--- src/verilog/level_ctrl_pkg.sv ---
// Summary of operation
// RULE1 - With the enable bit (bit 8 at 0x20) set, the block drives the gain.
// RULE2 - With the enable bit clear, the gain is the manual gain field as is.
// RULE3 - Rises wait a hold of 0, or 2 ms doubled per code up to 512 ms at 9.
// RULE4 - The target is -28.5 dBFS plus 1.5 dB per code, up to -6 dBFS.
// RULE5 - Normal step: 500 us up or 125 us down at code 0, doubled to code 10.
// RULE6 - Limiter step: 125 us up or 31 us down at code 0, doubled to code 10.
// RULE7 - One gain step is 0.75 dB, so eight steps make a 6 dB change.
// RULE8 - Software should keep zero-crossing update off while the loop runs.
// RULE9 - The automatic gain is clamped between the lower and upper limits.
// RULE10 - Above target the gain falls; below it past the hold it rises.
package level_ctrl_pkg;

    localparam logic [6:0] OFS_ENABLE_LIMITS = 7'h20;
    localparam logic [6:0] OFS_HOLD_TARGET   = 7'h21;
    localparam logic [6:0] OFS_MODE_RATES    = 7'h22;

    localparam logic [8:0] RST_ENABLE_LIMITS = 9'h038;
    localparam logic [8:0] RST_HOLD_TARGET   = 9'h00b;
    localparam logic [8:0] RST_MODE_RATES    = 9'h032;

    localparam int BIT_ENABLE      = 8;
    localparam int BIT_ZERO_CROSS  = 8;
    localparam int BIT_LIMITER     = 8;
    localparam int POS_UPPER_LIMIT = 3;
    localparam int POS_LOWER_LIMIT = 0;
    localparam int POS_HOLD        = 4;
    localparam int POS_TARGET      = 0;
    localparam int POS_RISE_RATE   = 4;
    localparam int POS_FALL_RATE   = 0;

    // Gain index in 0.75 dB steps, index 0 is -12 dB.
    localparam logic [5:0] LIMIT_STEPS     = 6'h08;
    localparam logic [5:0] UPPER_OFFSET    = 6'h07;
    localparam logic [3:0] RATE_CAP_CODE   = 4'ha;
    localparam logic [3:0] HOLD_CAP_CODE   = 4'h9;

    localparam int CLK_PERIOD_PS     = 4000;
    localparam int RISE_NORM_NS      = 500000;
    localparam int FALL_NORM_NS      = 125000;
    localparam int RISE_LIM_NS       = 125000;
    localparam int FALL_LIM_NS       = 31000;
    localparam int HOLD_BASE_NS      = 2000000;
    localparam int RISE_NORM_CYC = RISE_NORM_NS * 1000 / CLK_PERIOD_PS;
    localparam int FALL_NORM_CYC = FALL_NORM_NS * 1000 / CLK_PERIOD_PS;
    localparam int RISE_LIM_CYC  = RISE_LIM_NS * 1000 / CLK_PERIOD_PS;
    localparam int FALL_LIM_CYC  = FALL_LIM_NS * 1000 / CLK_PERIOD_PS;
    localparam int HOLD_BASE_CYC = HOLD_BASE_NS / CLK_PERIOD_PS * 1000;

    localparam int TIMER_W = 28;

    // Target thresholds on a 16-bit sample magnitude, full scale 32768.
    localparam logic [15:0] TARGET_TABLE [16] = '{
        16'h04cf, 16'h05b8, 16'h06cc, 16'h0814,
        16'h0999, 16'h0b68, 16'h0d8f, 16'h101d,
        16'h1327, 16'h16c3, 16'h1b0d, 16'h2027,
        16'h2636, 16'h2d6a, 16'h35fa, 16'h4027
    };

    typedef struct packed {
        logic       wr;
        logic [6:0] addr;
        logic [8:0] wdata;
    } reg_req_s;

    typedef struct packed {
        logic        valid;
        logic [15:0] magnitude;
    } level_s;

    typedef enum logic [1:0] {
        ST_MANUAL,
        ST_FALLING,
        ST_HOLDING,
        ST_RISING
    } ctl_state_e;

endpackage

--- src/verilog/step_timer.sv ---
module step_timer (
    input  wire logic                             i_ref_clk,
    input  wire logic                             i_sys_rst,
    input  wire logic                             i_run,
    input  wire logic [level_ctrl_pkg::TIMER_W-1:0] i_period,
    output logic                                  o_expire
);
    typedef struct packed {
        logic [level_ctrl_pkg::TIMER_W-1:0] count;
        logic                               expire;
    } timer_s;

    timer_s state;
    timer_s next_state;

    always_comb begin
        next_state = state;
        next_state.expire = 1'b0;
        if (!i_run) begin
            next_state.count = '0;
        end else if (state.count + 1'b1 >= i_period) begin
            next_state.count = '0;
            next_state.expire = 1'b1;
        end else begin
            next_state.count = state.count + 1'b1;
        end
    end

    always_ff @(posedge i_ref_clk or posedge i_sys_rst) begin
        if (i_sys_rst) begin
            state <= '0;
        end else begin
            state <= next_state;
        end
    end

    assign o_expire = state.expire;
endmodule

--- src/verilog/automatic_level_control.sv ---
module automatic_level_control #(
    parameter int RISE_NORM_CYC = level_ctrl_pkg::RISE_NORM_CYC,
    parameter int FALL_NORM_CYC = level_ctrl_pkg::FALL_NORM_CYC,
    parameter int RISE_LIM_CYC  = level_ctrl_pkg::RISE_LIM_CYC,
    parameter int FALL_LIM_CYC  = level_ctrl_pkg::FALL_LIM_CYC,
    parameter int HOLD_BASE_CYC = level_ctrl_pkg::HOLD_BASE_CYC
) (
    input  wire logic                     i_ref_clk,
    input  wire logic                     i_sys_rst,
    input  wire level_ctrl_pkg::reg_req_s i_reg_req,
    input  wire level_ctrl_pkg::level_s   i_level,
    input  wire logic [5:0]               i_manual_input_gain,
    output logic [8:0]                    o_reg_rdata,
    output logic [5:0]                    o_input_gain,
    output logic                          o_zero_cross_update,
    output logic                          o_level_above
);
    localparam int TW = level_ctrl_pkg::TIMER_W;

    typedef struct packed {
        logic [8:0]                 enable_limits;
        logic [8:0]                 hold_target;
        logic [8:0]                 mode_rates;
        logic [8:0]                 rdata;
        level_ctrl_pkg::ctl_state_e phase;
        logic [5:0]                 gain;
        logic                       above;
        logic [TW-1:0]              hold_count;
    } ctl_s;

    ctl_s state;
    ctl_s next_state;

    logic          enable;
    logic          limiter;
    logic [3:0]    hold_code;
    logic [3:0]    target_code;
    logic [3:0]    rise_code;
    logic [3:0]    fall_code;
    logic [5:0]    lower_gain;
    logic [5:0]    upper_gain;
    logic [TW-1:0] rise_period;
    logic [TW-1:0] fall_period;
    logic [TW-1:0] hold_period;
    logic [TW-1:0] step_period;
    logic          step_run;
    logic          step_due;

    always_comb begin
        enable      = state.enable_limits[level_ctrl_pkg::BIT_ENABLE];
        limiter     = state.mode_rates[level_ctrl_pkg::BIT_LIMITER];
        hold_code   = state.hold_target[level_ctrl_pkg::POS_HOLD +: 4];
        target_code = state.hold_target[level_ctrl_pkg::POS_TARGET +: 4];
        rise_code   = state.mode_rates[level_ctrl_pkg::POS_RISE_RATE +: 4];
        fall_code   = state.mode_rates[level_ctrl_pkg::POS_FALL_RATE +: 4];
        if (rise_code > level_ctrl_pkg::RATE_CAP_CODE) begin
            rise_code = level_ctrl_pkg::RATE_CAP_CODE; // RULE5
        end
        if (fall_code > level_ctrl_pkg::RATE_CAP_CODE) begin
            fall_code = level_ctrl_pkg::RATE_CAP_CODE; // RULE6
        end
        // Each period is the code-0 step time doubled once per code.
        if (limiter) begin
            rise_period = TW'(RISE_LIM_CYC) << rise_code; // RULE6
            fall_period = TW'(FALL_LIM_CYC) << fall_code; // RULE6
        end else begin
            rise_period = TW'(RISE_NORM_CYC) << rise_code; // RULE5
            fall_period = TW'(FALL_NORM_CYC) << fall_code; // RULE5
        end
        if (hold_code == 4'h0) begin
            hold_period = '0; // RULE3
        end else if (hold_code > level_ctrl_pkg::HOLD_CAP_CODE) begin
            hold_period = TW'(HOLD_BASE_CYC) << 8; // RULE3
        end else begin
            hold_period = TW'(HOLD_BASE_CYC) << (hold_code - 4'h1); // RULE3
        end
        lower_gain = level_ctrl_pkg::LIMIT_STEPS
                   * 6'(state.enable_limits[
                       level_ctrl_pkg::POS_LOWER_LIMIT +: 3]); // RULE9
        upper_gain = level_ctrl_pkg::LIMIT_STEPS
                   * 6'(state.enable_limits[
                       level_ctrl_pkg::POS_UPPER_LIMIT +: 3])
                   + level_ctrl_pkg::UPPER_OFFSET; // RULE9
        step_run    = (state.phase == level_ctrl_pkg::ST_FALLING)
                   || (state.phase == level_ctrl_pkg::ST_RISING);
        step_period = (state.phase == level_ctrl_pkg::ST_FALLING)
                   ? fall_period : rise_period;
    end

    step_timer u_step_timer (
        .i_ref_clk (i_ref_clk),
        .i_sys_rst (i_sys_rst),
        .i_run     (step_run),
        .i_period  (step_period),
        .o_expire  (step_due)
    );

    always_comb begin
        next_state = state;

        if (i_reg_req.wr) begin
            unique case (i_reg_req.addr)
                level_ctrl_pkg::OFS_ENABLE_LIMITS:
                    next_state.enable_limits = i_reg_req.wdata & 9'h13f;
                level_ctrl_pkg::OFS_HOLD_TARGET:
                    next_state.hold_target = i_reg_req.wdata;
                level_ctrl_pkg::OFS_MODE_RATES:
                    next_state.mode_rates = i_reg_req.wdata;
                default: ;
            endcase
        end
        unique case (i_reg_req.addr)
            level_ctrl_pkg::OFS_ENABLE_LIMITS:
                next_state.rdata = state.enable_limits;
            level_ctrl_pkg::OFS_HOLD_TARGET:
                next_state.rdata = state.hold_target;
            level_ctrl_pkg::OFS_MODE_RATES:
                next_state.rdata = state.mode_rates;
            default:
                next_state.rdata = 9'h000;
        endcase

        if (i_level.valid) begin
            next_state.above = i_level.magnitude
                > level_ctrl_pkg::TARGET_TABLE[target_code]; // RULE4
        end

        if (!enable) begin
            next_state.phase      = level_ctrl_pkg::ST_MANUAL;
            next_state.gain       = i_manual_input_gain; // RULE2
            next_state.hold_count = '0;
        end else begin
            unique case (state.phase)
                level_ctrl_pkg::ST_MANUAL: begin
                    // Start from the manual gain so the handover is smooth.
                    next_state.phase = level_ctrl_pkg::ST_HOLDING; // RULE1
                end
                level_ctrl_pkg::ST_FALLING: begin
                    if (!state.above) begin
                        next_state.phase = level_ctrl_pkg::ST_HOLDING;
                    end else if (step_due && state.gain > lower_gain) begin
                        next_state.gain = state.gain - 6'h01; // RULE7
                    end
                end
                level_ctrl_pkg::ST_HOLDING: begin
                    if (state.above) begin
                        next_state.phase = level_ctrl_pkg::ST_FALLING; // RULE10
                        next_state.hold_count = '0;
                    end else if (state.hold_count >= hold_period) begin
                        next_state.phase = level_ctrl_pkg::ST_RISING; // RULE3
                        next_state.hold_count = '0;
                    end else begin
                        next_state.hold_count = state.hold_count + 1'b1;
                    end
                end
                level_ctrl_pkg::ST_RISING: begin
                    if (state.above) begin
                        next_state.phase = level_ctrl_pkg::ST_FALLING; // RULE10
                    end else if (step_due && state.gain < upper_gain) begin
                        next_state.gain = state.gain + 6'h01; // RULE7
                    end
                end
            endcase
            // Limits may move under a running loop, so clamp every cycle.
            if (next_state.gain > upper_gain) begin
                next_state.gain = upper_gain; // RULE9
            end else if (next_state.gain < lower_gain) begin
                next_state.gain = lower_gain; // RULE9
            end
        end
    end

    always_ff @(posedge i_ref_clk or posedge i_sys_rst) begin
        if (i_sys_rst) begin
            state               <= '0;
            state.enable_limits <= level_ctrl_pkg::RST_ENABLE_LIMITS;
            state.hold_target   <= level_ctrl_pkg::RST_HOLD_TARGET;
            state.mode_rates    <= level_ctrl_pkg::RST_MODE_RATES;
            state.phase         <= level_ctrl_pkg::ST_MANUAL;
        end else begin
            state <= next_state;
        end
    end

    assign o_reg_rdata         = state.rdata;
    assign o_input_gain        = state.gain;
    assign o_level_above       = state.above;
    // The option is only passed on; keeping it off with the loop is software's job.
    assign o_zero_cross_update =
        state.hold_target[level_ctrl_pkg::BIT_ZERO_CROSS]; // RULE8
endmodule

--- config.mk ---
export PLATFORM = sky130hd
export DESIGN_NAME = automatic_level_control
export DESIGN_NICKNAME = d
export VERILOG_FILES = /design/src/verilog/level_ctrl_pkg.sv /design/src/verilog/step_timer.sv /design/src/verilog/automatic_level_control.sv
export SDC_FILE = /design/constraint.sdc
export NUM_CORES = 1
export LEC_CHECK = 0
export ABC_AREA = 1
export BUFFER_PORTS_ARGS = -buffer_cell sky130_fd_sc_hd__buf_2
export CORE_ASPECT_RATIO = 2
export CORE_UTILIZATION = 40
export DETAILED_ROUTE_END_ITERATION = 8
export PLACE_DENSITY = 0.63
export SYNTH_ARGS = -nofsm -noshare
export SYNTH_HDL_FRONTEND = slang
export SYNTH_SLANG_ARGS = --single-unit
--- constraint.sdc ---
create_clock -name i_ref_clk -period 3.5 [get_ports i_ref_clk]
set_clock_uncertainty 0.15 [all_clocks]
set_input_delay 0.175 -clock i_ref_clk [delete_from_list [all_inputs] [get_ports i_ref_clk]]
set_output_delay 0.175 -clock i_ref_clk [all_outputs]
set_load 0.01 [all_outputs]
Word level (Yosys, flattened, before mapping)
Memory sizes are Yosys's and may differ from the RTL's.
Cells that the tools add are included.

operators by class
  add/sub/neg operators = 6
  $lt $le $gt $ge = 11
  equal/unequal tests = 10
  shifts and indexed selects = 5
  muxes and demuxes = 32
  bitwise logic cells = 1
  reduce and logical (&&, ||, !) cells = 9

operator list
  operator                                               count
  2-to-1 mux 28 bit                                      11
  adder 28 x 1 -> 28 bit (second input constant)         2
  greater-or-equal comparator 28 bit                     2
  << shifter 15 x 4 -> 28 bit (first input constant)     2
  2-to-1 mux 6 bit                                       7
  2-to-1 mux 16 bit                                      2
  << shifter 13 x 4 -> 28 bit (first input constant)     1
  << shifter 17 x 4 -> 28 bit (first input constant)     1
  << shifter 19 x 4 -> 28 bit (first input constant)     1
  one-hot mux 9 bit (3 select lines)                     1
  equality test 7 x 6 -> 1 bit (second input constant)   3
  greater-than comparator 16 bit                         1
  greater-than comparator 4 bit (second input constant)  3
  greater-than comparator 6 bit                          2
  < comparator 6 bit                                     2
  one-hot mux 6 bit (2 select lines)                     1
  2-to-1 mux 2 bit                                       4
  2-to-1 mux 4 bit                                       2
  2-to-1 mux 8 bit                                       1
  one-hot mux 2 bit (4 select lines)                     1
  adder 6 x 1 -> 6 bit (second input constant)           1
  adder 6 x 3 -> 6 bit (second input constant)           1
  inequality test 3 bit (second input constant)          2
  AND reduction 2 bit                                    3
  14 further kinds                                       17

storage, ports and cells
  bits in registers = 100
  ROM bits = 256
  bits of input ports = 42
  output and inout bits = 17
  word-level logic and storage cells = 85
  memories kept = 1

memories
  name             depth  bits a word  read ports  clocked after Yosys merged registers in  wr ports  RTL line                        RTL
  (no name shown)  16     16           1           0                                        0         automatic_level_control.sv:125  > level_ctrl_pkg::TARGET_TABLE[target_code];

Depth between registers and ports, before layout
  depth after elaboration = 11
  depth in mapped cells = 25
  mapped depth without buffers = 23

By module
Synthesis repeated with hierarchy kept, for this count alone.

second synthesis, totals
  cells, all modules = 1409
  area total of the unflattened synthesis = 9674.3 um^2

modules (own cells, without submodules)
  module                   times used  cells each  area each (um^2)  sequential area each (um^2)
  automatic_level_control  1           1011        6998.0            1788.0
  step_timer               1           398         2676.3            725.7

Worst setup path after synthesis
Ideal clock, no wire load.

  path kind = reg-to-reg
  from = register state[53] in the netlist's numbering
  to = register u_step_timer.state[10] in the netlist's numbering
  setup time = 72 ps
  arrival = 3220 ps
  required time = 3278 ps
  path slack = 58 ps
  stages on the path, launching flop included = 23
  buffers on the path = 3
  period minus slack after synthesis = 3442 ps
  path through = dfrtp_1 -> buf_4 -> inv_2 -> a21oi_1 -> nor2_1 -> inv_1 -> ha_1 -> or2_1 -> o21ai_1 -> nand2_1 -> o21ai_1 -> o21ai_1 -> a221oi_1 -> ha_1 -> a21oi_1 -> o21ai_0 -> nand2_1 -> a21oi_1 -> a211oi_1 -> nand3_1 -> buf_2 -> buf_2 -> nor2_1

RTL lines
  item                      RTL line                        RTL
  start: declaration        automatic_level_control.sv:31   ctl_s state;
  start signal: assignment  automatic_level_control.sv:181  state <= next_state;
  end signal: assignment    step_timer.sv:33                state <= next_state;
  end: declaration          step_timer.sv:13                timer_s state;

==> results.py <==
metrics = {
    "power": {
        "pwr-share-clk_pct": 18.5,
        "comb_power_share_pct": 56.6,
        "p_per_area_nw_per_um2": 481,
        "seq_power_share_pct": 24.9,
        "swShare_pct": 46.2,
        "p_switching_mw": 2.67,
        "power.internal_mw": 3.10,
        "irDropWorstVdd_mv": 0.298,
        "leakagePower_nw": 5.86,
    },
    "setup_path": {
        "worstPathCellList": "nand2_2, a21oi_4, nor2_4, inv_4, ha_4, inv_2, nor2_4, buf_6, nand2_2, buf_4, a21oi_2, nor3_2, buf_4, ha_1, nand4_1, inv_1, nand2_1, nor4_2, nand4_1, nand3_4, buf_12, nor3_2",
        "crit_buf_inv": 7,
        "path_depth": 22,
        "cp-start-kind": "register",
        "worst_path_max_delay_cell": "dfstp_2",
        "cp.required_ns": 3.60,
        "crit_family": "simple AND/OR/NAND/NOR gates",
        "worst_setup_path_end_kind": "register",
        "worstSetupPathType": "register to register",
        "reg2reg_depth": 22,
        "critical-path-max-stage-delay_ns": 0.55,
        "worstPathArrival_ns": 3.67,
        "crit_path_max_fanout": 8,
    },
    "placement": {
        "io_buffers": 58,
        "gp_congestion": 1.01,
        "dp_hpwl_um": 26200,
        "post_dp_cell_area_um2": 10700,
    },
    "global_route": {
        "grt_util_all_layers_pct": 29.7,
        "grt_pass1_vias": 10099,
        "grt_pass1_wl_um": 51800,
        "gr-total-overflow": 0,
        "antenna_found_initial": 1,
        "grt_start_max_net_pins": 59,
    },
    "floorplan": {
        "dieArea_um2": 23600,
        "fp.dieW_um": 109,
        "design.portCount": 59,
        "core_area_um2": 22500,
        "rows": 78,
        "fp.dieH_um": 216,
        "initial_core_util_pct": 40.7,
    },
    "clock_tree": {
        "clkLatencyLatePin_ns": 0.38,
        "cts-root-buf": "clkbuf_16",
        "path_clk_slew_ns": 0.08,
        "cts_tree": "yes",
        "clockBufferDepth": 2,
        "numCtsBuffers": 9,
        "cts_sinks": 100,
        "h-tree-depth": 3,
    },
    "sta": {
        "rsz0062_at_grt": "yes",
        "period_needed_ns": 3.58,
        "worst_slack_ns": -0.0789,
        "maxSlewHeadroom_pct": 48.8,
        "holdWs_ns": 0.106,
        "final_max_slew_viol_count": 0,
        "tightest_slew_ns": 0.768,
        "setup_viol": 29,
        "setup_tns_ns": -1.69,
        "fmax_mhz": 279,
        "fin_crit_sh_pct": 102,
        "hold_viol_final": 0,
    },
    "logic_synthesis": {
        "synth.distinct_cells": 56,
        "synth_area_per_cell_um2": 7.05,
        "synth_seq_cells": 100,
        "synth_most_common_cell": "nand2_1",
        "synth.cell_area_um2": 9170,
        "synthesis.nets": 1446,
        "yosysTopAreaCell": "dfrtp_1",
        "yosysWarnings": 0,
        "ys.flop_type": "dfrtp_1",
        "synth_edf_count": 0,
        "async_flop_share_pct": 100,
        "synth.top_cell.area_share_pct": 24.8,
        "netlist_instances": 1301,
        "seq_area_frac_synth_pct": 27.4,
        "synth_common_cells": "nand2_1 (285), inv_1 (164), ha_1 (103)",
        "synthTopCellsByArea": "dfrtp_1 (25%), ha_1 (14%), nand2_1 (12%)",
    },
    "min_path": {
        "holdCritPathClass": "input port to register",
        "hold_depth": 5,
    },
    "outcome": {
        "outcome": "complete, but fails checks",
        "failed_checks": "setup timing",
    },
    "final_layout": {
        "diodes": 0,
        "final_cell_area_um2": 12000,
        "syn2layout_area_growth_pct": 30.5,
        "drive_gt1_share_pct": 28.2,
        "final_nets": 1649,
    },
    "routing": {
        "ant_nets": 0,
        "wl_per_cell_um": 18.8,
        "first_pass_iters": 7,
        "routed_wl_um": 33600,
        "vias": 9835,
        "drc": 0,
        "viasPerCell": 5.50,
        "drt_first_iter_violations": 414,
    },
    "job": {
        "drv_cap": 0,
    },
}
-- cells in the final DEF (no fill, tap or decap), drive strengths merged, types with 2 or more instances in the layout --
cell type and instances:
xor2 33, nand3b 3, nor4 5, a32o 2, clkbuf 10, dfrtp 91, xnor2 8, buf 221
clkinv 3, nand3 67, dlygate4sd3 17, nor2 114, or2 9, o211ai 9, o22ai 22, o221ai 7
a21oi 64, nor3b 2, a21o 2, o21ai 117, nor3 41, ha 103, o21bai 2, inv 182
dfstp 9, a31oi 10, nand4 34, a22oi 6, a211oi 6, nand2 287, o2111ai 3, o31ai 2
and3 6, a221oi 4
-- cell families after synthesis --
kind of cell               share of synthesized area [%]
DFF                                                 27.4
buffers and inverters                               10.0
and+or+nand+nor                                     28.2
xor gates and xnor gates                            3.91
AOI/OAI and AO/OA                                   16.3
adders and majority gates                           14.0
muxes                                              0.123
-- sequential cells by signal (all words and copies together), names as in the netlist --
register,flops
enable,1
hold_code,4
limiter,1
o_input_gain,6
o_level_above,1
o_reg_rdata,9
o_zero_cross_update,1
state,48
u_step_timer.o_expire,1
u_step_timer.state,28
-- tightest hold or removal path: stages --
cell and delay, ns:
buf_2 0.11, inv_1 0.11, nor2_4 0.11, nand2_1 0.07, o21ai_1 0.06
-- stage by stage --
stage	worst slack (ns)	utilization (%)	cells	total power [mW]
after floorplan	0.0582	-	1301	3.08
after global placement	-0.435	47.3	1730	4.29
after detailed placement	-0.428	47.3	1730	4.32
after CTS	-0.131	51.3	1777	5.54
after global routing	-0.285	53.1	1789	6.16
final	-0.0789	53.1	1789	5.76
-- repair_timing --
action                                  4_1_cts  5_1_grt
resized for setup                            80      105
setup buffers                                11       15
hold buffers                                 17        0
endpoints found under the setup margin       59       65
endpoints found under the hold margin        78        0
pin swaps                                    29       37
cloned                                        3        0
-- layer usage --
metal / up-vias / part of all wire [%] / GRT usage [%]
met3: 158 / 3.8 / 5.86
met2: 271 / 55 / 56.7
met5: - / 0 / 0
li1: 4785 / - / -
met1: 4621 / 30 / 24.4
met4: 0 / 10 / 25.8
-- worst paths after layout --
path,endpoint,slack (ns),from
setup / recovery,u_step_timer.state[27]$_DFF_PP0_,-0.08,state[50]$_DFFE_PP1P_
hold / removal,state[55]$_DFFE_PP1P_,0.11,i_reg_req[16]
setup reg to reg,u_step_timer.state[27]$_DFF_PP0_,-0.08,state[50]$_DFFE_PP1P_
hold reg to reg,state[27]$_DFFE_PP0P_,0.41,state[27]$_DFFE_PP0P_
max in group asynchronous,u_step_timer.state[27]$_DFF_PP0_,2.09,i_sys_rst
min in group asynchronous,u_step_timer.state[5]$_DFF_PP0_,0.33,i_sys_rst
-- power groups by stage --
stage               logic (mW)  registers [mW]  clock network, mW
global route              3.58            1.46               1.12
CTS                       3.03            1.43               1.09
global placement          2.84            1.45                  0
detailed placement        2.87            1.45                  0
finish                    3.26            1.44               1.06
floorplan                 1.68            1.41                  0
-- cell type report --
cell class	instances	area (µm²)
tap	280	350
multi-input combinational	975	6340
inverter	180	684
timing repair buffer	238	1780
clock buffer	10	239
clock inverter	6	65.1
sequential	100	2520
fill	2182	10600
Note: power is estimated with default switching activity, not from simulation.
